$ cat config.mk
export PLATFORM = sky130hd
export DESIGN_NAME = rqf_ctrl
export DESIGN_NICKNAME = d
export VERILOG_FILES = /design/src/shared/rqf_pkg.sv /design/src/hdl/rqf_ctrl.sv
export SDC_FILE = /design/constraint.sdc
export NUM_CORES = 1
export LEC_CHECK = 0
export BUFFER_PORTS_ARGS = -buffer_cell sky130_fd_sc_hd__buf_2
export CAP_MARGIN = 20
export CORE_MARGIN = 1.5
export CORE_UTILIZATION = 55
export DETAILED_ROUTE_END_ITERATION = 7
export GPL_TIMING_DRIVEN = 0
export HOLD_SLACK_MARGIN = 0.08
export PLACE_DENSITY_LB_ADDON = 0.2
export REMOVE_ABC_BUFFERS = 1
export SETUP_SLACK_MARGIN = 0.15
export SYNTH_ARGS = -nofsm -noshare
export SYNTH_HDL_FRONTEND = slang
export SYNTH_SLANG_ARGS = --single-unit
$ cat constraint.sdc
create_clock -name core_clk -period 3.2 [get_ports core_clk]
set_clock_uncertainty 0.05 [all_clocks]
set_input_delay 0.48 -clock core_clk [delete_from_list [all_inputs] [get_ports core_clk]]
set_output_delay 0.48 -clock core_clk [all_outputs]
set_load 0.05 [all_outputs]
$ cat src/shared/rqf_pkg.sv
/*
 * Package for the receive queue filter control block: register layout,
 * offsets, reset values, frame descriptor, receive states and pause timing.
 * Assumes a 20 MHz core clock and a MAC front end that delivers one
 * descriptor per received frame on the same clock.
 */
// Functional notes
// - While flush is set, queue output flush is high and frame pointer sits at zero.
// - UDP checksum check enabled: UDP frames with bad checksum are dropped.
// - TCP checksum check enabled: TCP frames with bad checksum are dropped.
// - IP checksum check enabled: IP frames with bad header checksum are dropped.
// - Individual filter enabled (reset default): unicast frames hitting the filter pass.
// - Full duplex with pause honour: PAUSE frames hold transmit until timer expires.
// - Bad CRC frames are admitted only when admission is enabled.
// - Group filter enabled: multicast frames other than broadcast hitting the filter pass.
// - Broadcast enabled: every broadcast frame passes.
// - All-group enabled: every multicast frame, broadcast included, passes.
// - Own-address enabled: unicast frames equal to the station address pass.
// - Promiscuous enabled: every frame passes regardless of destination.
// - Inverse filtering accepts frames the normal address check rejects.
// - Run starts reception; clearing it stops only after the current frame.
// - Station address is the 48 bits of the high, mid and low registers.
package rqf_pkg;

  typedef struct packed {
    logic receive_queue_flush;
    logic udp_checksum_discard_en;
    logic tcp_checksum_discard_en;
    logic ip_checksum_discard_en;
    logic individual_addr_filter_en;
    logic pause_honour_en;
    logic bad_crc_admit_en;
    logic group_addr_filter_en;
    logic broadcast_accept_en;
    logic all_group_accept_en;
    logic own_address_accept_en;
    logic promiscuous_en;
    logic [1:0] spare;
    logic inverse_filter_en;
    logic receive_run;
  } rqf_rxctl_t;

  localparam logic [15:0] RFC_RESET = 16'h0800;
  localparam logic [15:0] SA_RESET = 16'h0000;
  localparam logic [8:0] RFC_OFS = 9'h174;
  localparam logic [8:0] SA_LOW_OFS = 9'h110;
  localparam logic [8:0] SA_MID_OFS = 9'h112;
  localparam logic [8:0] SA_HIGH_OFS = 9'h114;
  localparam logic [8:0] STAT_OFS = 9'h1F0;

  typedef struct packed {
    logic [47:0] dest_addr;
    logic table_hit;
    logic crc_err;
    logic is_ip;
    logic ip_sum_err;
    logic is_tcp;
    logic tcp_sum_err;
    logic is_udp;
    logic udp_sum_err;
    logic is_pause;
    logic [15:0] pause_quanta;
  } rqf_frame_t;

  typedef enum logic [1:0] {
    RX_STOPPED = 2'b00,
    RX_IDLE = 2'b01,
    RX_FRAME = 2'b10
  } rqf_rx_state_t;

  localparam int unsigned CLK_PERIOD_NS = 50;
  localparam int unsigned PAUSE_QUANTUM_NS = 5120;
  localparam int unsigned QUANTUM_CYC = (PAUSE_QUANTUM_NS + CLK_PERIOD_NS - 1) / CLK_PERIOD_NS;
  localparam logic [6:0] QUANTUM_LAST = 7'(QUANTUM_CYC - 1);

  typedef struct packed {
    rqf_rxctl_t ctrl;
    logic [15:0] sa_low;
    logic [15:0] sa_mid;
    logic [15:0] sa_high;
    rqf_rx_state_t rx_state;
    logic running;
    logic dup_meta;
    logic dup_sync;
    logic [11:0] frame_ptr;
    logic accept_p;
    logic drop_p;
    logic flush_out;
    logic pause_hold;
    logic [15:0] pause_left;
    logic [6:0] pause_sub;
    logic [15:0] rdata;
    logic rvalid;
  } rqf_state_t;

endpackage : rqf_pkg

$ cat src/hdl/rqf_ctrl.sv
/*
 * Receive queue filter control: control and station address registers,
 * receive run state, frame admission decision, queue flush and the pause
 * timer that holds transmission in full duplex.
 * Assumes descriptors arrive on core_clk from the MAC front end, and that
 * the duplex status comes from the PHY, asynchronous to core_clk.
 */
`timescale 1ns/10ps
module rqf_ctrl import rqf_pkg::*; (
  // Clock and reset.
  input wire logic core_clk,
  input wire logic reset_n,
  // Register port.
  input wire logic [8:0] reg_addr,
  input wire logic [1:0] reg_be,
  input wire logic reg_wr,
  input wire logic [15:0] reg_wdata,
  input wire logic reg_rd,
  output logic [15:0] reg_rdata,
  output logic reg_rvalid,
  // Frames from the MAC front end.
  input wire logic rx_start,
  input wire logic rx_done,
  input wire rqf_frame_t rx_frame,
  // Link status.
  input wire logic full_duplex,
  // Receive queue side.
  output logic q_accept,
  output logic q_drop,
  output logic queue_flush,
  output logic [11:0] rx_frame_ptr,
  output logic rx_running,
  // Transmit side.
  output logic tx_pause_hold
);

  rqf_state_t st_reg;
  rqf_state_t st_next;

  logic [47:0] station;
  logic is_group;
  logic is_bcast;
  logic addr_match;
  logic addr_ok;
  logic discard;
  logic judge;
  logic accept;
  logic pause_act;

  // The first octet on the wire sits in dest_addr[47:40]; its low bit marks a group address.
  assign station = {st_reg.sa_high, st_reg.sa_mid, st_reg.sa_low};
  assign is_group = rx_frame.dest_addr[40];
  assign is_bcast = &rx_frame.dest_addr;

  // Normal address check; promiscuous mode is left out so inversion cannot starve it.
  assign addr_match = (st_reg.ctrl.broadcast_accept_en && is_bcast) ||
                      (st_reg.ctrl.all_group_accept_en && is_group) ||
                      (st_reg.ctrl.own_address_accept_en && !is_group &&
                       rx_frame.dest_addr == station) ||
                      (st_reg.ctrl.individual_addr_filter_en && !is_group && rx_frame.table_hit) ||
                      (st_reg.ctrl.group_addr_filter_en && is_group && !is_bcast &&
                       rx_frame.table_hit);
  assign addr_ok = st_reg.ctrl.promiscuous_en ||
                   (st_reg.ctrl.inverse_filter_en ? !addr_match : addr_match);

  assign discard = (rx_frame.crc_err && !st_reg.ctrl.bad_crc_admit_en) ||
                   (st_reg.ctrl.udp_checksum_discard_en && rx_frame.is_udp && rx_frame.udp_sum_err) ||
                   (st_reg.ctrl.tcp_checksum_discard_en && rx_frame.is_tcp && rx_frame.tcp_sum_err) ||
                   (st_reg.ctrl.ip_checksum_discard_en && rx_frame.is_ip && rx_frame.ip_sum_err);

  // Only a frame that began while running is judged; others are ignored whole.
  assign judge = st_reg.rx_state == RX_FRAME && rx_done;
  assign accept = judge && addr_ok && !discard && !st_reg.ctrl.receive_queue_flush;
  assign pause_act = st_reg.ctrl.pause_honour_en && st_reg.dup_sync;

  always_comb begin
    st_next = st_reg;
    st_next.dup_meta = full_duplex;
    st_next.dup_sync = st_reg.dup_meta;

    if (reg_wr) begin
      unique case (reg_addr)
        RFC_OFS: begin
          if (reg_be[0]) st_next.ctrl[7:0] = reg_wdata[7:0];
          if (reg_be[1]) st_next.ctrl[15:8] = reg_wdata[15:8];
        end
        SA_LOW_OFS: begin
          if (reg_be[0]) st_next.sa_low[7:0] = reg_wdata[7:0];
          if (reg_be[1]) st_next.sa_low[15:8] = reg_wdata[15:8];
        end
        SA_MID_OFS: begin
          if (reg_be[0]) st_next.sa_mid[7:0] = reg_wdata[7:0];
          if (reg_be[1]) st_next.sa_mid[15:8] = reg_wdata[15:8];
        end
        SA_HIGH_OFS: begin
          if (reg_be[0]) st_next.sa_high[7:0] = reg_wdata[7:0];
          if (reg_be[1]) st_next.sa_high[15:8] = reg_wdata[15:8];
        end
        default: begin
        end
      endcase
    end

    st_next.rvalid = reg_rd;
    if (reg_rd) begin
      unique case (reg_addr)
        RFC_OFS: st_next.rdata = st_reg.ctrl;
        SA_LOW_OFS: st_next.rdata = st_reg.sa_low;
        SA_MID_OFS: st_next.rdata = st_reg.sa_mid;
        SA_HIGH_OFS: st_next.rdata = st_reg.sa_high;
        STAT_OFS: st_next.rdata = {st_reg.rx_state, st_reg.pause_hold, 1'b0, st_reg.frame_ptr};
        default: st_next.rdata = 16'h0000;
      endcase
    end

    unique case (st_reg.rx_state)
      RX_STOPPED: begin
        if (st_reg.ctrl.receive_run) st_next.rx_state = RX_IDLE;
      end
      RX_IDLE: begin
        if (!st_reg.ctrl.receive_run) st_next.rx_state = RX_STOPPED;
        else if (rx_start) st_next.rx_state = RX_FRAME;
      end
      RX_FRAME: begin
        // A cleared run bit waits here for the end of the frame in progress.
        if (rx_done) st_next.rx_state = st_reg.ctrl.receive_run ? RX_IDLE : RX_STOPPED;
      end
      default: st_next.rx_state = RX_STOPPED;
    endcase
    // The run flag is registered so that rx_running leaves a flip-flop without a decode behind it.
    st_next.running = st_next.rx_state != RX_STOPPED;

    st_next.accept_p = accept;
    st_next.drop_p = judge && !accept;
    st_next.flush_out = st_reg.ctrl.receive_queue_flush;
    if (st_reg.ctrl.receive_queue_flush) st_next.frame_ptr = 12'h000;
    else if (accept) st_next.frame_ptr = st_reg.frame_ptr + 12'h001;

    // A PAUSE frame with a good CRC reloads the timer; zero quanta releases at once.
    if (!pause_act) begin
      st_next.pause_hold = 1'b0;
      st_next.pause_left = 16'h0000;
      st_next.pause_sub = 7'h00;
    end else if (judge && rx_frame.is_pause && !rx_frame.crc_err) begin
      st_next.pause_left = rx_frame.pause_quanta;
      st_next.pause_sub = 7'h00;
      st_next.pause_hold = rx_frame.pause_quanta != 16'h0000;
    end else if (st_reg.pause_hold) begin
      if (st_reg.pause_sub == QUANTUM_LAST) begin
        st_next.pause_sub = 7'h00;
        st_next.pause_left = st_reg.pause_left - 16'h0001;
        if (st_reg.pause_left == 16'h0001) st_next.pause_hold = 1'b0;
      end else begin
        st_next.pause_sub = st_reg.pause_sub + 7'h01;
      end
    end
  end

  always_ff @(posedge core_clk or negedge reset_n) begin
    if (!reset_n) begin
      st_reg <= '0;
      st_reg.ctrl <= rqf_rxctl_t'(RFC_RESET);
      st_reg.sa_low <= SA_RESET;
      st_reg.sa_mid <= SA_RESET;
      st_reg.sa_high <= SA_RESET;
      st_reg.rx_state <= RX_STOPPED;
    end else begin
      st_reg <= st_next;
    end
  end

  assign reg_rdata = st_reg.rdata;
  assign reg_rvalid = st_reg.rvalid;
  assign q_accept = st_reg.accept_p;
  assign q_drop = st_reg.drop_p;
  assign queue_flush = st_reg.flush_out;
  assign rx_frame_ptr = st_reg.frame_ptr;
  assign rx_running = st_reg.running;
  assign tx_pause_hold = st_reg.pause_hold;
endmodule : rqf_ctrl

* After elaboration in Yosys (flattened, before gate mapping)
Cells that the tools add are included.
** Word-level totals
- Output and inout bits :: 34
- Input bits :: 107
- Flip-flop bits (word level) :: 125
- Word-level logic and storage cells :: 119
** Cells by class
- Equal/unequal tests :: 12
- Add/subtract/negate cells :: 3
- Reduce and logical (&&, ||, !) cells :: 54
- Muxes and demuxes :: 16
** Operators with widths (number)
- 16-bit case mux with 5 select lines :: 1
- 24-bit two-way mux :: 3
- 48-bit equality test :: 1
- 48-bit AND reduction :: 1
- 9-bit equality test (second input constant) :: 5
- 1-bit logical AND :: 24
- 12-bit two-way mux :: 2
- 3-bit AND reduction :: 8
- 17-bit two-way mux :: 1
- 16-bit by 1-bit equality test with 1-bit output (second input constant) :: 1
- 16-bit nonzero test :: 1
- 16-bit by 1-bit subtractor with 16-bit output (second input constant) :: 1
- 12-bit by 1-bit adder with 12-bit output (second input constant) :: 1
- 1-bit logical NOT :: 8
- 1-bit logical OR :: 8
- 2-bit two-way mux :: 4
- 7-bit by 1-bit adder with 7-bit output (second input constant) :: 1
- 7-bit equality test (second input constant) :: 1
- 7-bit two-way mux :: 1
- 2-bit case mux with 3 select lines :: 1
- 2-bit nonzero test :: 2
- 1-bit two-way mux :: 3
- 3-bit by 1-bit != test with 1-bit output (second input constant) :: 1
- 3-bit by 2-bit != test with 1-bit output (second input constant) :: 1
- other kinds (4) :: 4

* Logic depth before layout (Yosys ltp)
Gate-level depths: netlist of the first run.
- Depth after elaboration :: 14
- Gate-level depth with buffers :: 9
- Mapped depth without buffers :: 9

* Worst setup path before layout of the first run
OpenSTA, ideal clock, no wires.
- Path kind :: input port to flip-flop
- Start :: in rx_frame[62] (netlist name)
- End :: reg st_reg (netlist bit rx_frame_ptr[10])
- Stages :: 8
- Required time :: 3072 ps
- Setup time :: 78 ps
- Path slack :: 683 ps
- Arrival time :: 2389 ps
- Path buffers :: 0
- Cells stage by stage :: xor2_1 -> a2111o_1 -> a2111o_1 -> nor4_4 -> nor4b_2 -> a21o_4 -> or4_1 -> a21oi_1
** Between the ends
- Word-level cells in the longest chain between the ends :: 13
- Elaborated cells between the ends (all ways) :: 18
- Classes of those cells :: eq/ne: 1; mux: 1; reduce/logical: 16
** RTL lines
- start: declaration :: RTL line rqf_ctrl.sv:24 : input wire rqf_frame_t rx_frame,
- 48-bit AND reduction :: RTL line rqf_ctrl.sv:53 : assign is_bcast = &rx_frame.dest_addr;
- 1-bit logical AND :: RTL line rqf_ctrl.sv:56 : assign addr_match = (st_reg.ctrl.broadcast_accept_en && is_bcast) ||
- 1-bit logical OR :: RTL line rqf_ctrl.sv:56
- 1-bit logical OR :: RTL line rqf_ctrl.sv:57 : (st_reg.ctrl.all_group_accept_en && is_group) ||
- 1-bit logical OR :: RTL line rqf_ctrl.sv:59 : rx_frame.dest_addr == station) ||
- 1-bit logical OR * :: RTL line rqf_ctrl.sv:60 : (st_reg.ctrl.individual_addr_filter_en && !is_group && rx_frame.table_hit) ||
- 1-bit logical NOT :: RTL line rqf_ctrl.sv:64 : (st_reg.ctrl.inverse_filter_en ? !addr_match : addr_match);
- 1-bit two-way mux * :: RTL line rqf_ctrl.sv:64
- 1-bit logical OR * :: RTL line rqf_ctrl.sv:63 : assign addr_ok = st_reg.ctrl.promiscuous_en ||
- 1-bit logical AND * (3 in a row) :: RTL line rqf_ctrl.sv:73 : assign accept = judge && addr_ok && !discard && !st_reg.ctrl.receive_queue_flush;
- 2-bit nonzero test (no line) *
- end signal: assignment :: RTL line rqf_ctrl.sv:168 : st_reg <= st_next;
- end: declaration :: RTL line rqf_ctrl.sv:37 : rqf_state_t st_reg;
Mark *: on every way between the ends. The rest lies on a longest branch, timed or not.
A chain may end at the register's enable or synchronous reset.

* Worst setup path in the final report of the first run
- Start :: reg st_reg[27] (netlist name)
- End :: reg st_reg[37] (netlist name)
** Between the ends
- Word-level cells in the longest chain between the ends :: 5
** RTL lines
- 16-bit by 1-bit subtractor with 16-bit output :: RTL line rqf_ctrl.sv:151 : st_next.pause_left = st_reg.pause_left - 16'h0001;
- 17-bit two-way mux :: RTL line rqf_ctrl.sv:149 : if (st_reg.pause_sub == QUANTUM_LAST) begin
- 24-bit two-way mux :: RTL line rqf_ctrl.sv:148 : end else if (st_reg.pause_hold) begin
- 24-bit two-way mux :: RTL line rqf_ctrl.sv:144 : end else if (judge && rx_frame.is_pause && !rx_frame.crc_err) begin
- 24-bit two-way mux :: RTL line rqf_ctrl.sv:140 : if (!pause_act) begin
Every way passes these cells. The select of a mux whose other input is x is not followed.

==> results.yml, run 1 <==
outcome:
  status: "completed"
placed_design:
  dpl.hpwl_mm: 13.9
  io_buffers: 140
  globalplace.congestion: 0.905
  placed_area_sq_mm: 0.00727
global_routing:
  gr-usage-met2_pct: 48.2
  grt_use_total_pct: 31.1
  grt_pass1_vias: 5454
  grt_pass1_wl_mm: 29.9
  grt_busiest_layer: "met2"
  grt_max_degree: 96
  grt_use_met3_pct: 7.34
  antenna_found_initial: 0
  met1_usage_pct: 42.9
  grt-ovfl-total: 0
routing:
  drc_errors: 0
  avgViaCountPerCell: 6.23
  routed_wl_mm: 18.8
  drtIter0Drc: 537
  dr.pass1.iters: 8
  vias: 5528
  antenna_left: 0
  routedWlPerCell_um: 21.2
floorplan:
  initial_core_util_pct: 57.2
  core.rowCount: 39
  ioPinCount: 141
  core_area_sq_mm: 0.0116
  die_h_um: 113
  die_x_um: 113
  die_area_sq_mm: 0.0127
final_layout:
  final_net_count: 843
  largest_register_ffs: 89
  areaGrowthSynthToFinish_pct: 19.3
  diodes: 0
  final_area_sq_mm: 0.00792
  drive_gt1_share_pct: 34.5
clocking:
  htreeDepth: 4
  cts_buffers: 17
  clock_path_buffers: 2
  clock_tree.root_cell: "clkbuf_16"
  cts.sinks: 125
  path_clk_slew_ps: 60
  clk_latency_ps: 420
  cts_tree: "built"
critical_path:
  cp_cell_sequence: "or4_4 -> nor4_2 -> or3b_2 -> nor2_1 -> nand2_1 -> xor2_1 -> a211oi_1"
  crit_path_max_incr_delay_ps: 570
  slowest_stage: "or4_4"
  crit_fanout: 5
  cp.required_ps: 3460
  startpoint_type: "flop"
  crit_arrival_ps: 2980
  crit_path_end_kind: "flop"
  crit_type: "flop to flop"
timing:
  timing.final.crit_share_pct: 85.1
  finalMaxSlewViolations: 0
  final_hold_viol_count: 0
  hold-worst-slack_ps: 114
  max_slew_margin_pct: 40.7
  fin_crit_ps: 2720
  tightest_slew_ps: 889
  setup_viol: 0
  grt_setup_unrepaired: "no"
  fmax_mhz: 367
synthesis:
  async_flop_share_pct: 100
  synth_edf_count: 0
  yosysWarnings: 0
  synth_area_leader_cell: "dfrtp_1"
  ys_ff_latch: 125
  synth-seq-area-share_pct: 47.1
  yosysUniqueCellTypes: 55
  ys.flop_type: "dfrtp_1"
  yosysTopAreaCellShare_pct: 46.7
  synth.avg_cell_area_sq_um: 10.7
  synthesis.area_sq_mm: 0.00664
  syn_inst: 619
  synthTopCellsByArea: "dfrtp_1, mux2_2, xor2_1, buf_4, nor2_1"
hold_path:
  hold_path.class: "primary input to flop"
job:
  drv_cap: 0
power_and_ir_drop:
  p_leak_nw: 3.80
  max-vdd-ir-drop_v: 0.000287
  power.total_mw: 3.91
  power_density_mw_per_mm2: 493
cell type report:
| cell class | count | area, sq um |
|---|---|---|
| fillers | 929 | 3690 |
| multi-input cells | 425 | 3160 |
| flip-flops and latches | 125 | 3130 |
| repair buffers | 147 | 790 |
| clock buffers | 18 | 439 |
| well taps | 143 | 179 |
| clock inverters | 14 | 168 |
| inverters | 15 | 56.3 |
placed cells by master (no fill, tap or decap), types with 9 or more instances in the layout:
cell type,netlist,layout
mux2_2,63,63
nor2_1,50,50
a21oi_1,12,12
a211oi_1,14,14
xor2_1,49,49
nor3_1,9,9
nand3_1,16,16
nor4_1,21,21
dfrtp_1,124,124
inv_1,15,15
a22oi_1,15,15
nand4_1,18,18
o21ai_0,14,14
and3_1,18,18
nand2_1,22,22
clkbuf_16,0,17
a222oi_1,16,16
buf_2,0,139
a31oi_1,16,16
xnor2_1,13,13
critical path, delay by kind of cell (launching register included):
family,cells,cell delay (ps)
AND/OR/NAND/NOR,5,1740
flip-flops,1,430
AO/OA/AOI/OAI,1,250
XOR/XNOR,1,150
per-layer routing:
layer / up-vias / part of all wire [%]
met3: 33 / 7.8
li1: 2500 / -
met2: 246 / 47
met4: 0 / 2.1
met5: - / 0
met1: 2749 / 43
timing repair:
item | 4_1_cts | 5_1_grt
gates resized for setup | 1 | 0
pin swaps | 0 | 1
buffers inserted | 0 | 3
endpoints found under the hold margin | 30 | 0
hold buffers | 1 | 0
setup endpoints to repair | 1 | 1
per-stage QoR:
stage / worst slack (ps) / setup TNS [ps] / util, % / cells
after floorplan: 371 / 0 / - / 565
after global placement: -1010 / -22570 / 62.0 / 848
after detailed placement: -140 / -140 / 62.6 / 851
after CTS: 246 / 0 / 68.0 / 884
after global routing: 314 / 0 / 68.2 / 887
final: 477 / 0 / 68.2 / 887
cells in the mapped netlist (16+ instances only):
| cell type | instances |
|---|---|
| nand4_1 | 18 |
| and3_1 | 18 |
| mux2_2 | 63 |
| nor2_1 | 50 |
| clkbuf_1 | 25 |
| nand3_1 | 16 |
| nor4_1 | 21 |
| dfrtp_1 | 124 |
| nand2_1 | 22 |
| buf_4 | 29 |
| a31oi_1 | 16 |
| a222oi_1 | 16 |
| xor2_1 | 49 |
worst paths after layout:
check / from / end / slack (ps) / depth (start not counted)
max: st_reg[27] / st_reg[37] / 480 / 7
min: full_duplex / st_next[56] / 110 / 1
max reg2reg: st_reg[27] / st_reg[37] / 480 / 7
min reg2reg: st_next[56] / st_reg[56] / 300 / 0
max in group asynchronous: reset_n / rx_frame_ptr[2] / 1870 / 3
min in group asynchronous: reset_n / st_next[56] / 470 / 2
power breakdown:
| group | internal (mW) | leakage [nW] | switching [mW] | total, mW |
|---|---|---|---|---|
| combinational | 0.103 | 1.81 | 0.197 | 0.300 |
| sequential | 1.61 | 1.69 | 0.0231 | 1.63 |
| clock | 1.24 | 0.292 | 0.729 | 1.97 |
| total | 2.96 | 3.80 | 0.949 | 3.91 |
logic make-up after synthesis:
kind of cell	share of synthesized area [%]
AOI/OAI and AO/OA	11.8
xor gates and xnor gates	8.18
adders and majority gates	0.943
buffers and inverters	5.54
DFF	47.1
muxes	11.0
and+or+nand+nor	15.4
(Power assumes the default switching activity.)
==> run 2, diff against run 1 <==
--- a/config.mk
+++ b/config.mk
@@ -5,10 +5,11 @@
 export SDC_FILE = /design/constraint.sdc
 export NUM_CORES = 1
 export LEC_CHECK = 0
+export ABC_AREA = 1
 export BUFFER_PORTS_ARGS = -buffer_cell sky130_fd_sc_hd__buf_2
 export CAP_MARGIN = 20
 export CORE_MARGIN = 1.5
-export CORE_UTILIZATION = 55
+export CORE_UTILIZATION = 56
 export DETAILED_ROUTE_END_ITERATION = 7
 export GPL_TIMING_DRIVEN = 0
 export HOLD_SLACK_MARGIN = 0.08
==> run 2 against run 1 <==
Net effect:
- clock-buffer cell count stayed put
- clock power down 4%
- sequential cell count did not move
- setup slack got worse by 32 ps
- via count is 25% higher
- cell area is 7.6% higher
- final cell count grew 42%
- die area grew 7.7%
- worst hold slack improved by 8.7 ps
- global-route usage fell by 0.15 points
- sequential power hardly changed
- critical path type unchanged
- critical endpoint is now st_reg[27]
==> results.yml, run 2 <==
outcome:
  status: "completed"
placed_design:
  dpl.hpwl_mm: 14.8
  io_buffers: 140
  globalplace.congestion: 0.973
clocking:
  cts.sinks: 125
  cts_tree: "built"
  htreeDepth: 4
  clock_tree.root_cell: "clkbuf_16"
  clock_path_buffers: 2
  clk_latency_ps: 420
  cts_setup_buffers: 0
  path_clk_slew_ps: 60
  cts_buffers: 17
synthesis:
  synthesis.area_sq_mm: 0.00730
  yosysTopAreaCellShare_pct: 42.5
  yosysWarnings: 0
  yosysMostFrequentCell: "nand2_1"
  synth-seq-area-share_pct: 42.9
  ys_ff_latch: 125
  syn_inst: 965
  ys.flop_type: "dfrtp_1"
  async_flop_share_pct: 100
  synth_edf_count: 0
  synth_area_leader_cell: "dfrtp_1"
  yosysUniqueCellTypes: 47
  synthTopCellsByArea: "dfrtp_1, nand2_1, inv_1, o21ai_1, nor2_1"
  synth.avg_cell_area_sq_um: 7.56
  synthTopCellsByCount: "nand2_1, dfrtp_1, inv_1, nor2_1, o21ai_1"
critical_path:
  r2r-end: "st_reg[27]"
  rrSetupSlack_ps: 440
  cp.required_ps: 3450
  reg2reg_from: "st_reg[60]"
  crit_path_end_kind: "flop"
  crit_arrival_ps: 3010
  startpoint: "st_reg[60]"
  r2r_cells: 10
  crit_fanout: 18
  crit_type: "flop to flop"
  startpoint_type: "flop"
hold_path:
  hold_path.class: "primary input to flop"
  min_from: "full_duplex"
  whs_path_depth: 1
  hold_path_end: "st_next[56]"
final_layout:
  final_net_count: 1187
  fillCellCount: 1101
  multi_input_area_sq_mm: 0.00338
  final_common_cell: "nand2_1"
  drive_gt1_share_pct: 19.2
  layout_common_cells: "nand2_1, buf_2, dfrtp_1"
  largest_register_ffs: 89
  seq_area_sq_mm: 0.00313
  diodes: 0
  areaGrowthSynthToFinish_pct: 16.7
timing:
  timing.final.crit_share_pct: 86.1
  fmax_mhz: 363
  grt_setup_unrepaired: "no"
  setup_viol: 0
  tightest_slew_ps: 854
  hold-worst-slack_ps: 122
  tns_ps: 0
  max_slew_margin_pct: 43.1
  final_hold_viol_count: 0
  fin_crit_ps: 2760
  finalMaxSlewViolations: 0
floorplan:
  die_h_um: 117
  core_area_sq_mm: 0.0127
  ioPinCount: 141
  initial_core_util_pct: 57.6
  die_x_um: 117
  die_area_sq_mm: 0.0137
  core.rowCount: 41
routing:
  drtIter0Drc: 690
  routed_wl_mm: 20.0
  routedWlPerCell_um: 15.9
  drc_errors: 0
  vias: 6933
  avgViaCountPerCell: 5.50
  antenna_left: 0
  dr.pass1.iters: 5
power_and_ir_drop:
  power_density_mw_per_mm2: 453
  p_leak_nw: 4.15
  max-vdd-ir-drop_v: 0.000369
job:
  drv_cap: 0
global_routing:
  grt_max_degree: 68
  antenna_found_initial: 0
  grt_pass1_wl_mm: 32.0
  grt-ovfl-total: 0
  grt_use_total_pct: 30.9
  grt_pass1_vias: 6286
## run 2: cell types whose count changed in the layout (fill, tap and decap cells not counted), moves of 17 or more
cell / before / now
and3_1: 18 / 1
inv_1: 15 / 106
mux2_2: 63 / 0
nand2_1: 22 / 263
nor2_1: 50 / 88
o21ai_0: 14 / 37
o21ai_1: 0 / 71
o22ai_1: 1 / 18
xor2_1: 49 / 22
## run 2: repair_timing
| action | CTS | global route |
|---|---|---|
| hold buffers | 1 | 0 |
| resized for setup | 0 | 1 |
| setup endpoints to repair | 0 | 3 |
| endpoints found under the hold margin | 58 | 0 |
## run 2: layout make-up
class,count,share of cell area [%]
multi-input cells,666,39.7
well taps,172,2.53
clock inverters,14,1.70
flip-flops and latches,125,36.7
clock buffers,18,5.16
repair buffers,142,8.74
inverters,123,5.42
## run 2: cell families after synthesis
kind of cell / synth area share (%)
compound gates: 14.4
xor+xnor: 4.20
fa+ha+maj: 0.857
buf+inv: 10.8
flops: 42.9
simple gates: 26.9
## run 2: per-layer routing
metal | GRT usage, % | routed length, um | vias up
met5 | 0 | 0 | -
met4 | 9.40 | 376 | 0
met3 | 7.36 | 2000 | 29
met2 | 46.3 | 8830 | 322
met1 | 44.8 | 8840 | 3215
li1 | - | - | 3367
## run 2: worst max-delay path by stage
stage                  to  slack (ps)  cells past startpoint
2_1_floorplan  st_reg[27]         990                      9
3_3_place_gp   st_reg[78]         -30                      1
3_5_place_dp   st_reg[27]         150                     10
4_1_cts        st_reg[27]         220                     10
5_1_grt        st_reg[27]         300                     10
6_report       st_reg[27]         440                     10
## run 2: worst max-delay path, cell delays in order (launching register included)
cell      delay [ps]
dfrtp_1          400
inv_1            100
or2_4            140
nor2_4            50
nand3_1          140
inv_2            180
nor2_2           440
nand2_1          470
nand2_1          300
clkinv_1         150
a32o_1           220
## run 2: metrics by stage
step | std cells | instance area, sq um | power [mW] | util, % | worst slack, ps
after floorplan | 914 | 6970 | 1.81 | - | 994
after global placement | 1226 | 7890 | 1.98 | 62.2 | -31.0
after detailed placement | 1227 | 7920 | 1.99 | 62.5 | 149
after CTS | 1260 | 8510 | 3.87 | 67.2 | 224
after global routing | 1260 | 8520 | 3.99 | 67.2 | 304
final | 1260 | 8520 | 3.86 | 67.2 | 445
## run 2: where the power goes
part | switching [mW] | internal (mW) | leakage [nW]
sequential | 0.0227 | 1.61 | 1.71
clock | 0.733 | 1.16 | 0.278
combinational | 0.221 | 0.111 | 2.16
total | 0.977 | 2.89 | 4.15
